==> src/hdl/wctc_pkg.sv <==
// Package of register offsets, field positions, modes and constants for the timer control block.
package wctc_pkg;
    // Register byte offsets on the AHB-Lite bus.
    localparam logic [7:0] CTRL_A_OFF    = 8'h00;
    localparam logic [7:0] CTRL_B_OFF    = 8'h04;
    localparam logic [7:0] CMP_A_OFF     = 8'h08;
    localparam logic [7:0] CMP_B_OFF     = 8'h0C;
    localparam logic [7:0] CAPT_OFF      = 8'h10;
    localparam logic [7:0] COUNT_OFF     = 8'h14;
    localparam logic [7:0] FLAGS_OFF     = 8'h18;
    // Field positions in control register A and B.
    localparam int MODE_A_HI  = 7;
    localparam int MODE_B_HI  = 5;
    localparam int FILT_BIT   = 7;
    localparam int EDGE_BIT   = 6;
    localparam int WGM_H_HI   = 4;
    localparam int PRE_HI     = 2;
    // Bits that software can write; reserved bits stay zero.
    localparam logic [7:0] CTRL_A_WMASK  = 8'hF3;
    localparam logic [7:0] CTRL_B_WMASK  = 8'hDF;
    localparam logic [7:0] CTRL_RESET    = 8'h00;
    // Flag bit positions in the flag register.
    localparam int FLAG_CAPT  = 5;
    localparam int FLAG_CMPB  = 2;
    localparam int FLAG_CMPA  = 1;
    localparam int FLAG_OVF   = 0;
    // Fixed TOP values and MAX.
    localparam logic [15:0] TOP_MAX  = 16'hFFFF;
    localparam logic [15:0] TOP_8B   = 16'h00FF;
    localparam logic [15:0] TOP_9B   = 16'h01FF;
    localparam logic [15:0] TOP_10B  = 16'h03FF;
    // Noise filter needs this many equal samples.
    localparam int FILT_LEN = 4;
    // Waveform classes derived from the 4-bit mode.
    typedef enum logic [3:0] {
        WCTC_NONPWM = 4'h1,
        WCTC_FAST   = 4'h2,
        WCTC_DUAL   = 4'h4,
        WCTC_RSVD   = 4'h8
    } wctc_class_t;
endpackage

==> src/hdl/wctc_timer.sv <==
// Timer/counter with waveform modes, compare outputs and input capture behind AHB-Lite.
//
// Functional notes
// - Nonzero output mode routes compare output to pin; code 01 leaves B unrouted outside modes 0,4,12 and A in modes 1-3 and 5-7.
// - Control A: out modes 7:6, 5:4, mode 1:0.
// - Non-PWM codes: off, toggle, clear, set.
// - Fast PWM code 01 toggles A in 14/15.
// - Fast PWM 10 clears match, sets TOP.
// - Fast PWM: compare equal TOP ignored, TOP action kept.
// - Dual-slope code 01 toggles A in 8-11.
// - Dual-slope 10 clears up, sets down.
// - Mode is four bits over two registers.
// - Modes 0,4,12: immediate update, overflow at MAX.
// - Fast PWM tops; buffers and overflow at TOP.
// - Modes 8,9: buffers and overflow at BOTTOM.
// - Phase-correct: load at TOP, overflow at BOTTOM.
// - Filter needs four equal samples when enabled.
// - Edge select: 0 falling, 1 rising.
// - Capture copies counter and sets capture flag.
// - Capture disabled when capture register is TOP.
// - Control A bits 3 and 2 read zero.
//
// Our own choices: register access over AHB-Lite and the register offsets.
module wctc_timer (
    input  wire logic        hclk,             // Bus and timer clock, 40 MHz.
    input  wire logic        hresetn,          // Asynchronous reset, active low.
    input  wire logic        hsel,             // Slave select.
    input  wire logic [31:0] haddr,            // Byte address.
    input  wire logic [1:0]  htrans,           // Transfer type.
    input  wire logic        hwrite,           // Write when high.
    input  wire logic [2:0]  hsize,            // Transfer size.
    input  wire logic [31:0] hwdata,           // Write data.
    input  wire logic        hready,           // Bus ready in.
    output logic      [31:0] hrdata,           // Read data.
    output logic             hreadyout,        // Slave ready, always high.
    output logic             hresp,            // Response, always OKAY.
    input  wire logic        capture_input_pin,// Capture pin, asynchronous.
    output logic             compare_output_a, // Waveform A level.
    output logic             compare_output_b, // Waveform B level.
    output logic             pin_route_a,      // Compare A owns its pin.
    output logic             pin_route_b       // Compare B owns its pin.
);
    logic [7:0]  ctrl_a_q, ctrl_b_q;
    logic [15:0] cmp_a_buf_q, cmp_b_buf_q, cmp_a_q, cmp_b_q;
    logic [15:0] counter_value_q, capture_value_q;
    logic [5:0]  flags_q;
    logic        down_q;
    logic        wr_q;
    logic [7:0]  wa_q;
    logic [3:0]  waveform_mode;
    logic [1:0]  out_mode_chan_a, out_mode_chan_b;
    wctc_pkg::wctc_class_t wclass;
    logic [15:0] top;
    logic        top_is_capt, top_is_cmpa, tick;
    logic        at_top, at_bot, load_buf, ovf_set;
    logic        match_a, match_b;
    logic        sync1_q, sync2_q, filt_q, filt_prev_q;
    logic [1:0]  filt_cnt_q;
    logic        capture_trigger;
    logic [9:0]  pre_cnt_q;

    assign out_mode_chan_a = ctrl_a_q[wctc_pkg::MODE_A_HI -: 2];
    assign out_mode_chan_b = ctrl_a_q[wctc_pkg::MODE_B_HI -: 2];
    assign waveform_mode   = {ctrl_b_q[wctc_pkg::WGM_H_HI -: 2], ctrl_a_q[1:0]};

    // Classifies a waveform mode; used for both the count logic and the outputs.
    function automatic wctc_pkg::wctc_class_t mode_class(input logic [3:0] m);
        unique case (m)
            4'd0, 4'd4, 4'd12:                  mode_class = wctc_pkg::WCTC_NONPWM;
            4'd5, 4'd6, 4'd7, 4'd14, 4'd15:     mode_class = wctc_pkg::WCTC_FAST;
            4'd13:                              mode_class = wctc_pkg::WCTC_RSVD;
            default:                            mode_class = wctc_pkg::WCTC_DUAL;
        endcase
    endfunction
    assign wclass = mode_class(waveform_mode);

    // TOP source per mode; mode 13 behaves as normal counting to MAX.
    always_comb
    begin
        top_is_capt = (waveform_mode == 4'd8) || (waveform_mode == 4'd10) ||
                      (waveform_mode == 4'd12) || (waveform_mode == 4'd14);
        top_is_cmpa = (waveform_mode == 4'd4) || (waveform_mode == 4'd9) ||
                      (waveform_mode == 4'd11) || (waveform_mode == 4'd15);
        case (waveform_mode)
            4'd1, 4'd5: top = wctc_pkg::TOP_8B;
            4'd2, 4'd6: top = wctc_pkg::TOP_9B;
            4'd3, 4'd7: top = wctc_pkg::TOP_10B;
            default:    top = top_is_capt ? capture_value_q :
                              (top_is_cmpa ? cmp_a_q : wctc_pkg::TOP_MAX);
        endcase
    end

    // Prescaler: 0 stops, 1..5 divide by 1, 8, 64, 256, 1024; external codes stop.
    always_ff @(posedge hclk or negedge hresetn)
    begin
        if (!hresetn)
            pre_cnt_q <= 10'h000;
        else
            pre_cnt_q <= pre_cnt_q + 10'h001;
    end
    always_comb
    begin
        unique case (ctrl_b_q[wctc_pkg::PRE_HI -: 3])
            3'd1:    tick = 1'b1;
            3'd2:    tick = (pre_cnt_q[2:0] == 3'h7);
            3'd3:    tick = (pre_cnt_q[5:0] == 6'h3F);
            3'd4:    tick = (pre_cnt_q[7:0] == 8'hFF);
            3'd5:    tick = (pre_cnt_q == 10'h3FF);
            default: tick = 1'b0;
        endcase
    end

    // Update points: immediate, TOP or BOTTOM; overflow at MAX, TOP or BOTTOM.
    assign at_top   = (counter_value_q == top);
    assign at_bot   = (counter_value_q == 16'h0000);
    always_comb
    begin
        load_buf = 1'b0;
        ovf_set  = 1'b0;
        unique case (wclass)
            wctc_pkg::WCTC_NONPWM, wctc_pkg::WCTC_RSVD:
            begin
                load_buf = 1'b1;
                ovf_set  = tick && (counter_value_q == wctc_pkg::TOP_MAX);
            end
            wctc_pkg::WCTC_FAST:
            begin
                load_buf = tick && at_top;
                ovf_set  = tick && at_top;
            end
            wctc_pkg::WCTC_DUAL:
            begin
                load_buf = tick && ((waveform_mode[3:1] == 3'b100) ? at_bot : at_top);
                ovf_set  = tick && at_bot && down_q;
            end
        endcase
    end

    // Counter and direction.
    always_ff @(posedge hclk or negedge hresetn)
    begin
        if (!hresetn)
        begin
            counter_value_q <= 16'h0000;
            down_q          <= 1'b0;
        end
        else if (wr_q && wa_q == wctc_pkg::COUNT_OFF)
            counter_value_q <= hwdata[15:0];
        else if (tick)
        begin
            if (wclass == wctc_pkg::WCTC_DUAL)
            begin
                if (at_top)
                begin
                    down_q          <= 1'b1;
                    counter_value_q <= counter_value_q - 16'h0001;
                end
                else if (at_bot && down_q)
                begin
                    down_q          <= 1'b0;
                    counter_value_q <= counter_value_q + 16'h0001;
                end
                else
                    counter_value_q <= down_q ? counter_value_q - 16'h0001 :
                                                counter_value_q + 16'h0001;
            end
            else
            begin
                down_q          <= 1'b0;
                counter_value_q <= at_top ? 16'h0000 : counter_value_q + 16'h0001;
            end
        end
    end

    // Compare buffers: software writes the buffer, the active value loads at the update point.
    always_ff @(posedge hclk or negedge hresetn)
    begin
        if (!hresetn)
        begin
            cmp_a_q <= 16'h0000;
            cmp_b_q <= 16'h0000;
        end
        else if (load_buf)
        begin
            cmp_a_q <= cmp_a_buf_q;
            cmp_b_q <= cmp_b_buf_q;
        end
    end

    // Compare matches; fast PWM ignores a match that equals TOP when the upper bit is set.
    assign match_a = tick && (counter_value_q == cmp_a_q) &&
                     !(wclass == wctc_pkg::WCTC_FAST && at_top && out_mode_chan_a[1]);
    assign match_b = tick && (counter_value_q == cmp_b_q) &&
                     !(wclass == wctc_pkg::WCTC_FAST && at_top && out_mode_chan_b[1]);

    // Next waveform level for one channel.
    function automatic logic wave_next(input logic cur, input logic [1:0] cm,
                                       input logic is_a, input logic m, input logic t,
                                       input logic dn, input wctc_pkg::wctc_class_t c,
                                       input logic [3:0] wm);
        wave_next = cur;
        unique case (c)
            wctc_pkg::WCTC_NONPWM, wctc_pkg::WCTC_RSVD:
                if (m)
                    wave_next = (cm == 2'b01) ? ~cur : cm[0];
            wctc_pkg::WCTC_FAST:
                if (cm == 2'b01)
                    wave_next = (is_a && wm[3:1] == 3'b111 && m) ? ~cur : cur;
                else if (t)
                    wave_next = ~cm[0];
                else if (m)
                    wave_next = cm[0];
            wctc_pkg::WCTC_DUAL:
                if (m && cm == 2'b01)
                    wave_next = (is_a && wm[3:2] == 2'b10) ? ~cur : cur;
                else if (m && cm[1])
                    wave_next = cm[0] ^ dn;
        endcase
    endfunction

    // Compare output levels.
    always_ff @(posedge hclk or negedge hresetn)
    begin
        if (!hresetn)
        begin
            compare_output_a <= 1'b0;
            compare_output_b <= 1'b0;
        end
        else
        begin
            compare_output_a <= wave_next(compare_output_a, out_mode_chan_a, 1'b1, match_a,
                                          tick && at_top, down_q, wclass, waveform_mode);
            compare_output_b <= wave_next(compare_output_b, out_mode_chan_b, 1'b0, match_b,
                                          tick && at_top, down_q, wclass, waveform_mode);
        end
    end

    // Pin ownership; code 01 leaves B disconnected outside non-PWM modes and A disconnected outside toggle modes.
    assign pin_route_a = (out_mode_chan_a != 2'b00) &&
        !(out_mode_chan_a == 2'b01 && wclass == wctc_pkg::WCTC_FAST && waveform_mode[3:1] != 3'b111) &&
        !(out_mode_chan_a == 2'b01 && wclass == wctc_pkg::WCTC_DUAL && waveform_mode[3:2] != 2'b10);
    assign pin_route_b = (out_mode_chan_b != 2'b00) &&
        !(out_mode_chan_b == 2'b01 && wclass != wctc_pkg::WCTC_NONPWM);

    // Two-flop synchroniser; only the second stage feeds the filter.
    always_ff @(posedge hclk or negedge hresetn)
    begin
        if (!hresetn)
        begin
            sync1_q <= 1'b0;
            sync2_q <= 1'b0;
        end
        else
        begin
            sync1_q <= capture_input_pin;
            sync2_q <= sync1_q;
        end
    end

    // Noise filter: output follows input only after four equal samples when enabled.
    always_ff @(posedge hclk or negedge hresetn)
    begin
        if (!hresetn)
        begin
            filt_q      <= 1'b0;
            filt_cnt_q  <= 2'h0;
            filt_prev_q <= 1'b0;
        end
        else
        begin
            filt_prev_q <= filt_q;
            if (!ctrl_b_q[wctc_pkg::FILT_BIT])
            begin
                filt_q     <= sync2_q;
                filt_cnt_q <= 2'h0;
            end
            else if (sync2_q == filt_q)
                filt_cnt_q <= 2'h0;
            else if (filt_cnt_q == 2'(wctc_pkg::FILT_LEN - 1))
            begin
                filt_q     <= sync2_q;
                filt_cnt_q <= 2'h0;
            end
            else
                filt_cnt_q <= filt_cnt_q + 2'h1;
        end
    end

    // Edge select chooses the trigger; capture is off while the capture register is TOP.
    assign capture_trigger = !top_is_capt &&
        (ctrl_b_q[wctc_pkg::EDGE_BIT] ? (filt_q && !filt_prev_q)
                                      : (!filt_q && filt_prev_q));

    // Registers and flags; a hardware set beats a same-cycle write-one clear.
    always_ff @(posedge hclk or negedge hresetn)
    begin
        if (!hresetn)
        begin
            ctrl_a_q        <= wctc_pkg::CTRL_RESET;
            ctrl_b_q        <= wctc_pkg::CTRL_RESET;
            cmp_a_buf_q     <= 16'h0000;
            cmp_b_buf_q     <= 16'h0000;
            capture_value_q <= 16'h0000;
            flags_q         <= 6'h00;
        end
        else
        begin
            if (wr_q)
                unique case (wa_q)
                    wctc_pkg::CTRL_A_OFF:
                        ctrl_a_q <= hwdata[7:0] & wctc_pkg::CTRL_A_WMASK;
                    wctc_pkg::CTRL_B_OFF:
                        ctrl_b_q <= hwdata[7:0] & wctc_pkg::CTRL_B_WMASK;
                    wctc_pkg::CMP_A_OFF: cmp_a_buf_q <= hwdata[15:0];
                    wctc_pkg::CMP_B_OFF: cmp_b_buf_q <= hwdata[15:0];
                    wctc_pkg::CAPT_OFF:  capture_value_q <= hwdata[15:0];
                    default: ;
                endcase
            if (capture_trigger)
                capture_value_q <= counter_value_q;
            flags_q <= (flags_q & ~((wr_q && wa_q == wctc_pkg::FLAGS_OFF) ? hwdata[5:0] : 6'h00))
                     | {capture_trigger || (top_is_capt && tick && at_top), 2'b00,
                        match_b, match_a, ovf_set};
        end
    end

    // Bus slave: zero wait states, always OKAY; unmapped reads return zero.
    always_ff @(posedge hclk or negedge hresetn)
    begin
        if (!hresetn)
        begin
            wr_q <= 1'b0;
            wa_q <= 8'h00;
        end
        else
        begin
            wr_q <= hsel && hready && htrans[1] && hwrite;
            wa_q <= haddr[7:0];
        end
    end
    assign hreadyout = 1'b1;
    assign hresp     = 1'b0;
    always_ff @(posedge hclk or negedge hresetn)
    begin
        if (!hresetn)
            hrdata <= 32'h0000_0000;
        else if (hsel && hready && htrans[1] && !hwrite)
            unique case (haddr[7:0])
                wctc_pkg::CTRL_A_OFF: hrdata <= {24'h0, ctrl_a_q};
                wctc_pkg::CTRL_B_OFF: hrdata <= {24'h0, ctrl_b_q};
                wctc_pkg::CMP_A_OFF:  hrdata <= {16'h0, cmp_a_buf_q};
                wctc_pkg::CMP_B_OFF:  hrdata <= {16'h0, cmp_b_buf_q};
                wctc_pkg::CAPT_OFF:   hrdata <= {16'h0, capture_value_q};
                wctc_pkg::COUNT_OFF:  hrdata <= {16'h0, counter_value_q};
                wctc_pkg::FLAGS_OFF:  hrdata <= {26'h0, flags_q};
                default:              hrdata <= 32'h0000_0000;
            endcase
    end

    // Checks and scenario covers.
    rsvd_zero_a: assert property (@(posedge hclk) disable iff (!hresetn)
        ctrl_a_q[3:2] == 2'b00 && !ctrl_b_q[5]) else $error("reserved bits set");
    capt_copy_a: assert property (@(posedge hclk) disable iff (!hresetn)
        capture_trigger |=> capture_value_q == $past(counter_value_q) && flags_q[5])
        else $error("capture copy missing");
    capt_off_a: assert property (@(posedge hclk) disable iff (!hresetn)
        top_is_capt && !(wr_q && wa_q == wctc_pkg::CAPT_OFF) |=> $stable(capture_value_q))
        else $error("capture while top");
    route_b_a: assert property (@(posedge hclk) disable iff (!hresetn)
        out_mode_chan_b == 2'b00 |-> !pin_route_b) else $error("b routed");
    ovf_max_a: assert property (@(posedge hclk) disable iff (!hresetn)
        wclass == wctc_pkg::WCTC_NONPWM && tick && counter_value_q == 16'hFFFF
        |=> flags_q[0]) else $error("overflow missed");
    fast_clr_a: assert property (@(posedge hclk) disable iff (!hresetn)
        wclass == wctc_pkg::WCTC_FAST && out_mode_chan_a == 2'b10 && tick && at_top
        |=> compare_output_a) else $error("fast top set");
    nonpwm_set_a: assert property (@(posedge hclk) disable iff (!hresetn)
        wclass == wctc_pkg::WCTC_NONPWM && out_mode_chan_a == 2'b11 && match_a
        |=> compare_output_a) else $error("set on match");
    dual_up_a: assert property (@(posedge hclk) disable iff (!hresetn)
        wclass == wctc_pkg::WCTC_DUAL && out_mode_chan_b == 2'b10 && match_b && !down_q
        |=> !compare_output_b) else $error("dual clear");
    cov_capt_c: cover property (@(posedge hclk) capture_trigger);
    cov_fast_c: cover property (@(posedge hclk) wclass == wctc_pkg::WCTC_FAST && at_top && tick);
    cov_dual_c: cover property (@(posedge hclk) ovf_set && wclass == wctc_pkg::WCTC_DUAL);
endmodule // wctc_timer

==> config.mk <==
export PLATFORM = sky130hd
export DESIGN_NAME = wctc_timer
export DESIGN_NICKNAME = d
export VERILOG_FILES = /design/src/hdl/wctc_pkg.sv /design/src/hdl/wctc_timer.sv
export SDC_FILE = /design/constraint.sdc
export NUM_CORES = 1
export LEC_CHECK = 0
export BUFFER_PORTS_ARGS = -buffer_cell sky130_fd_sc_hd__buf_4
export CAP_MARGIN = 20
export CELL_PAD_IN_SITES_DETAIL_PLACEMENT = 1
export CELL_PAD_IN_SITES_GLOBAL_PLACEMENT = 1
export CORE_ASPECT_RATIO = 1.5
export CORE_MARGIN = 8
export CORE_UTILIZATION = 50
export CTS_BUF_LIST = sky130_fd_sc_hd__clkbuf_2 sky130_fd_sc_hd__clkbuf_4 sky130_fd_sc_hd__clkbuf_8
export DETAILED_ROUTE_END_ITERATION = 16
export PLACE_DENSITY_LB_ADDON = 0.1
export SLEW_MARGIN = 0
export SYNTH_ARGS = -nofsm -noshare
export SYNTH_HDL_FRONTEND = slang
export SYNTH_SLANG_ARGS = --single-unit
==> constraint.sdc <==
create_clock -name hclk -period 7.3 [get_ports hclk]
set_clock_uncertainty 0.1 [all_clocks]
set_input_delay 1.095 -clock hclk [delete_from_list [all_inputs] [get_ports hclk]]
set_output_delay 1.095 -clock hclk [all_outputs]
set_load 0.03 [all_outputs]
==> flow_summary.ini <==
[run_status]
status = finished clean

[logic_synthesis]
ys_warn_count = 0
synth-async-reset-ratio_pct = 100
synth_top_area_share_pct = 42.8
synth_cell_type_count = 80
yosysTopAreaCell = dfrtp_1
synth-edff-count = 0
synthTopCellsByArea = dfrtp_1 (43%), mux2_2 (5.5%), mux2_4 (4.8%)
ys_ff_latch = 159
synth-seq-area-share_pct = 42.8
netlist_instances = 918
syn_area_um2 = 9300
synth-main-ff-cell = dfrtp_1
netlist_top_cells_count = dfrtp_1 (159), nand2_1 (77), o21ai_0 (63)
syn_area_per_cell_um2 = 10.1
synth_most_common_cell = dfrtp_1

[placed_design]
dp_hpwl_mm = 22.9
post-place-ws_ps = 2630
gp_congestion = 0.901
dp.cells = 1170
port_buffers = 50

[pwr]
p_total_uw = 2030
ir_drop_uv = 228
sequentialPowerShare_pct = 50.0
clock_power_share_pct = 35.0
p_int_uw = 1400
pwr-share-comb_pct = 15.1
p_leak_uw = 0.00454
powerDensity_nw_per_um2 = 199
sw_frac_of_total_pct = 31.0
power.switching_uw = 631

[cts]
clock_latency_ps = 490
clk_transition_reported_paths_ps = 90
post_cts_resized = 0
clock_path_buffers = 2
postCtsSetupBuffers = 0
clockRootBuffer = clkbuf_8
cts_buffers = 17
cts_hold_buf = 0
cts_max_level = 4
cts_tree = yes
cts.sink_count = 159

[detailed_routing]
wl_mm = 31.0
drt_iter0_drc = 527
ant_nets = 0
vias = 7659
wl_per_cell_um = 25.7
firstDrtPassIters = 6
drt_drc_violations_left = 0
viasPerCell = 6.36

[sta]
period_needed_ps = 4710
slew-limit-headroom_pct = 30.7
rsz0062_at_grt = no
whs_ps = 270
setup_slack_ps = 2590
tightest_slew_ps = 1040
finalHoldViolations = 0
setup_violations = 0
finalSetupTns_ps = 0
drv_slew = 0
finalCritPeriodShare_pct = 64.6
fmax_mhz = 212

[finish]
areaGrowthSynthToFinish_pct = 9.60
layout.nets = 1019
finalNonFillerCells = 1204
insertedDiodeCount = 0
fillers = 2012
drive_above_1_share_pct = 20.2

[global_routing]
grt_start_max_net_pins = 82
grt_antenna_before_repair = 0
grt_pass1_wl_mm = 49.7
grt_overflow_total = 0
grt_use_total_pct = 27.9
grt_pass1_vias = 8559

[floorplanning]
ios = 113
die_h_um = 183
rows = 61
start_util_pct = 50.5
die_w_um = 127
core_um2 = 18400
die-area_um2 = 23300

[worst_hold_path]
holdCritPathClass = flip-flop to flip-flop

[setup_path]
cp.arrival_ps = 4980
worstPathMaxFanout = 32
cp.required_ps = 7570
path_class = flip-flop to flip-flop
setup.worst_path.end_class = flip-flop
cp-start-kind = flip-flop

[run]
drv_cap = 0
[layout by cell type, fill, tap and decap left out, drive strengths merged, types with 18 or more instances in the layout]
master	n
o21ai	68
inv	22
buf	62
nor3	21
nor2	61
nand2	78
a21oi	27
xor2	29
clkbuf	23
mux2i	37
o31ai	18
nand3	20
mux2	78
conb	18
dfrtp	159
nand2b	18
[metrics by stage]
step,utilization [%],instance area (um2)
2_1_floorplan,-,9360
4_1_cts,55.2,10200
5_1_grt,55.4,10200
6_report,55.4,10200
3_3_place_gp,52.8,9720
3_5_place_dp,52.9,9730
[power by group through the flow]
stage | registers (uW) | clock network [uW] | logic [uW]
detailed placement | 1030 | 0 | 302
finish | 1020 | 710 | 307
global route | 1020 | 752 | 333
floorplan | 969 | 0 | 245
CTS | 1010 | 720 | 304
global placement | 1020 | 0 | 289
[critical path, cell delays in order, from the launching register on]
cell and delay (ps):
dfrtp_1 760, nor2b_1 790, o31ai_1 170, and3_1 210
or4_1 600, nor4_4 660, nand2_2 260, o31a_4 590
mux2_1 410
[registers in the layout (all words and copies together) (netlist names)]
signal	cells
counter_value_q	16
sync1_q	1
cmp_a_buf_q	16
filt_q	1
compare_output_a	1
flags_q	6
wa_q	8
pre_cnt_q	10
ctrl_b_q	7
wr_q	1
cmp_b_buf_q	16
capture_value_q	16
filt_cnt_q	2
down_q	1
cmp_b_q	16
compare_output_b	1
ctrl_a_q	6
sync2_q	1
filt_prev_q	1
cmp_a_q	16
hrdata	16
[routing by layer]
layer  vias up  global-route usage, %  part of all wire [%]
met1      3998                   32.5                    40
met2       209                   48.4                    52
met3        75                   3.52                   3.6
li1       3377                      -                     -
met4         0                   16.1                   4.5
met5         -                      0                     0
[path summary, 6_finish.rpt]
kind | from | to | slack (ps) | cells past startpoint
setup / recovery | ctrl_b_q[3]$_DFFE_PN0P_ | cmp_a_q[11]$_DFFE_PN0P_ | 2590 | 8
hold / removal | sync1_q$_DFF_PN0_ | sync2_q$_DFF_PN0_ | 270 | 0
setup reg to reg | ctrl_b_q[3]$_DFFE_PN0P_ | cmp_a_q[11]$_DFFE_PN0P_ | 2590 | 8
hold reg to reg | sync1_q$_DFF_PN0_ | sync2_q$_DFF_PN0_ | 270 | 0
max in group asynchronous | hresetn | cmp_b_q[4]$_DFFE_PN0P_ | 5470 | 3
min in group asynchronous | hresetn | cmp_b_buf_q[11]$_DFFE_PN0P_ | 560 | 1
[cell type report]
type / instances / area (um2) / share of cell area [%]
Inverter: 19 / 71.3 / 0.700
Multi-Input combinational cell: 679 / 4900 / 48.1
Clock buffer: 22 / 297 / 2.91
Timing Repair Buffer: 63 / 502 / 4.92
Tap cell: 252 / 315 / 3.09
Sequential cell: 159 / 3980 / 39.1
Clock inverter: 10 / 125 / 1.23
[logic make-up (layout without fill, tap and decap cells)]
kind of cell / after synthesis / after routing / share of synthesized area (%)
and+or+nand+nor: 278 / 278 / 15.6
AOI/OAI and AO/OA: 219 / 219 / 16.5
DFF: 159 / 159 / 42.8
muxes: 117 / 117 / 15.1
buffers and inverters: 96 / 114 / 5.29
xor gates and xnor gates: 42 / 42 / 3.96
adders and majority gates: 5 / 5 / 0.673
other: 2 / 18 / 0.0808
(Power assumes the default switching activity.)
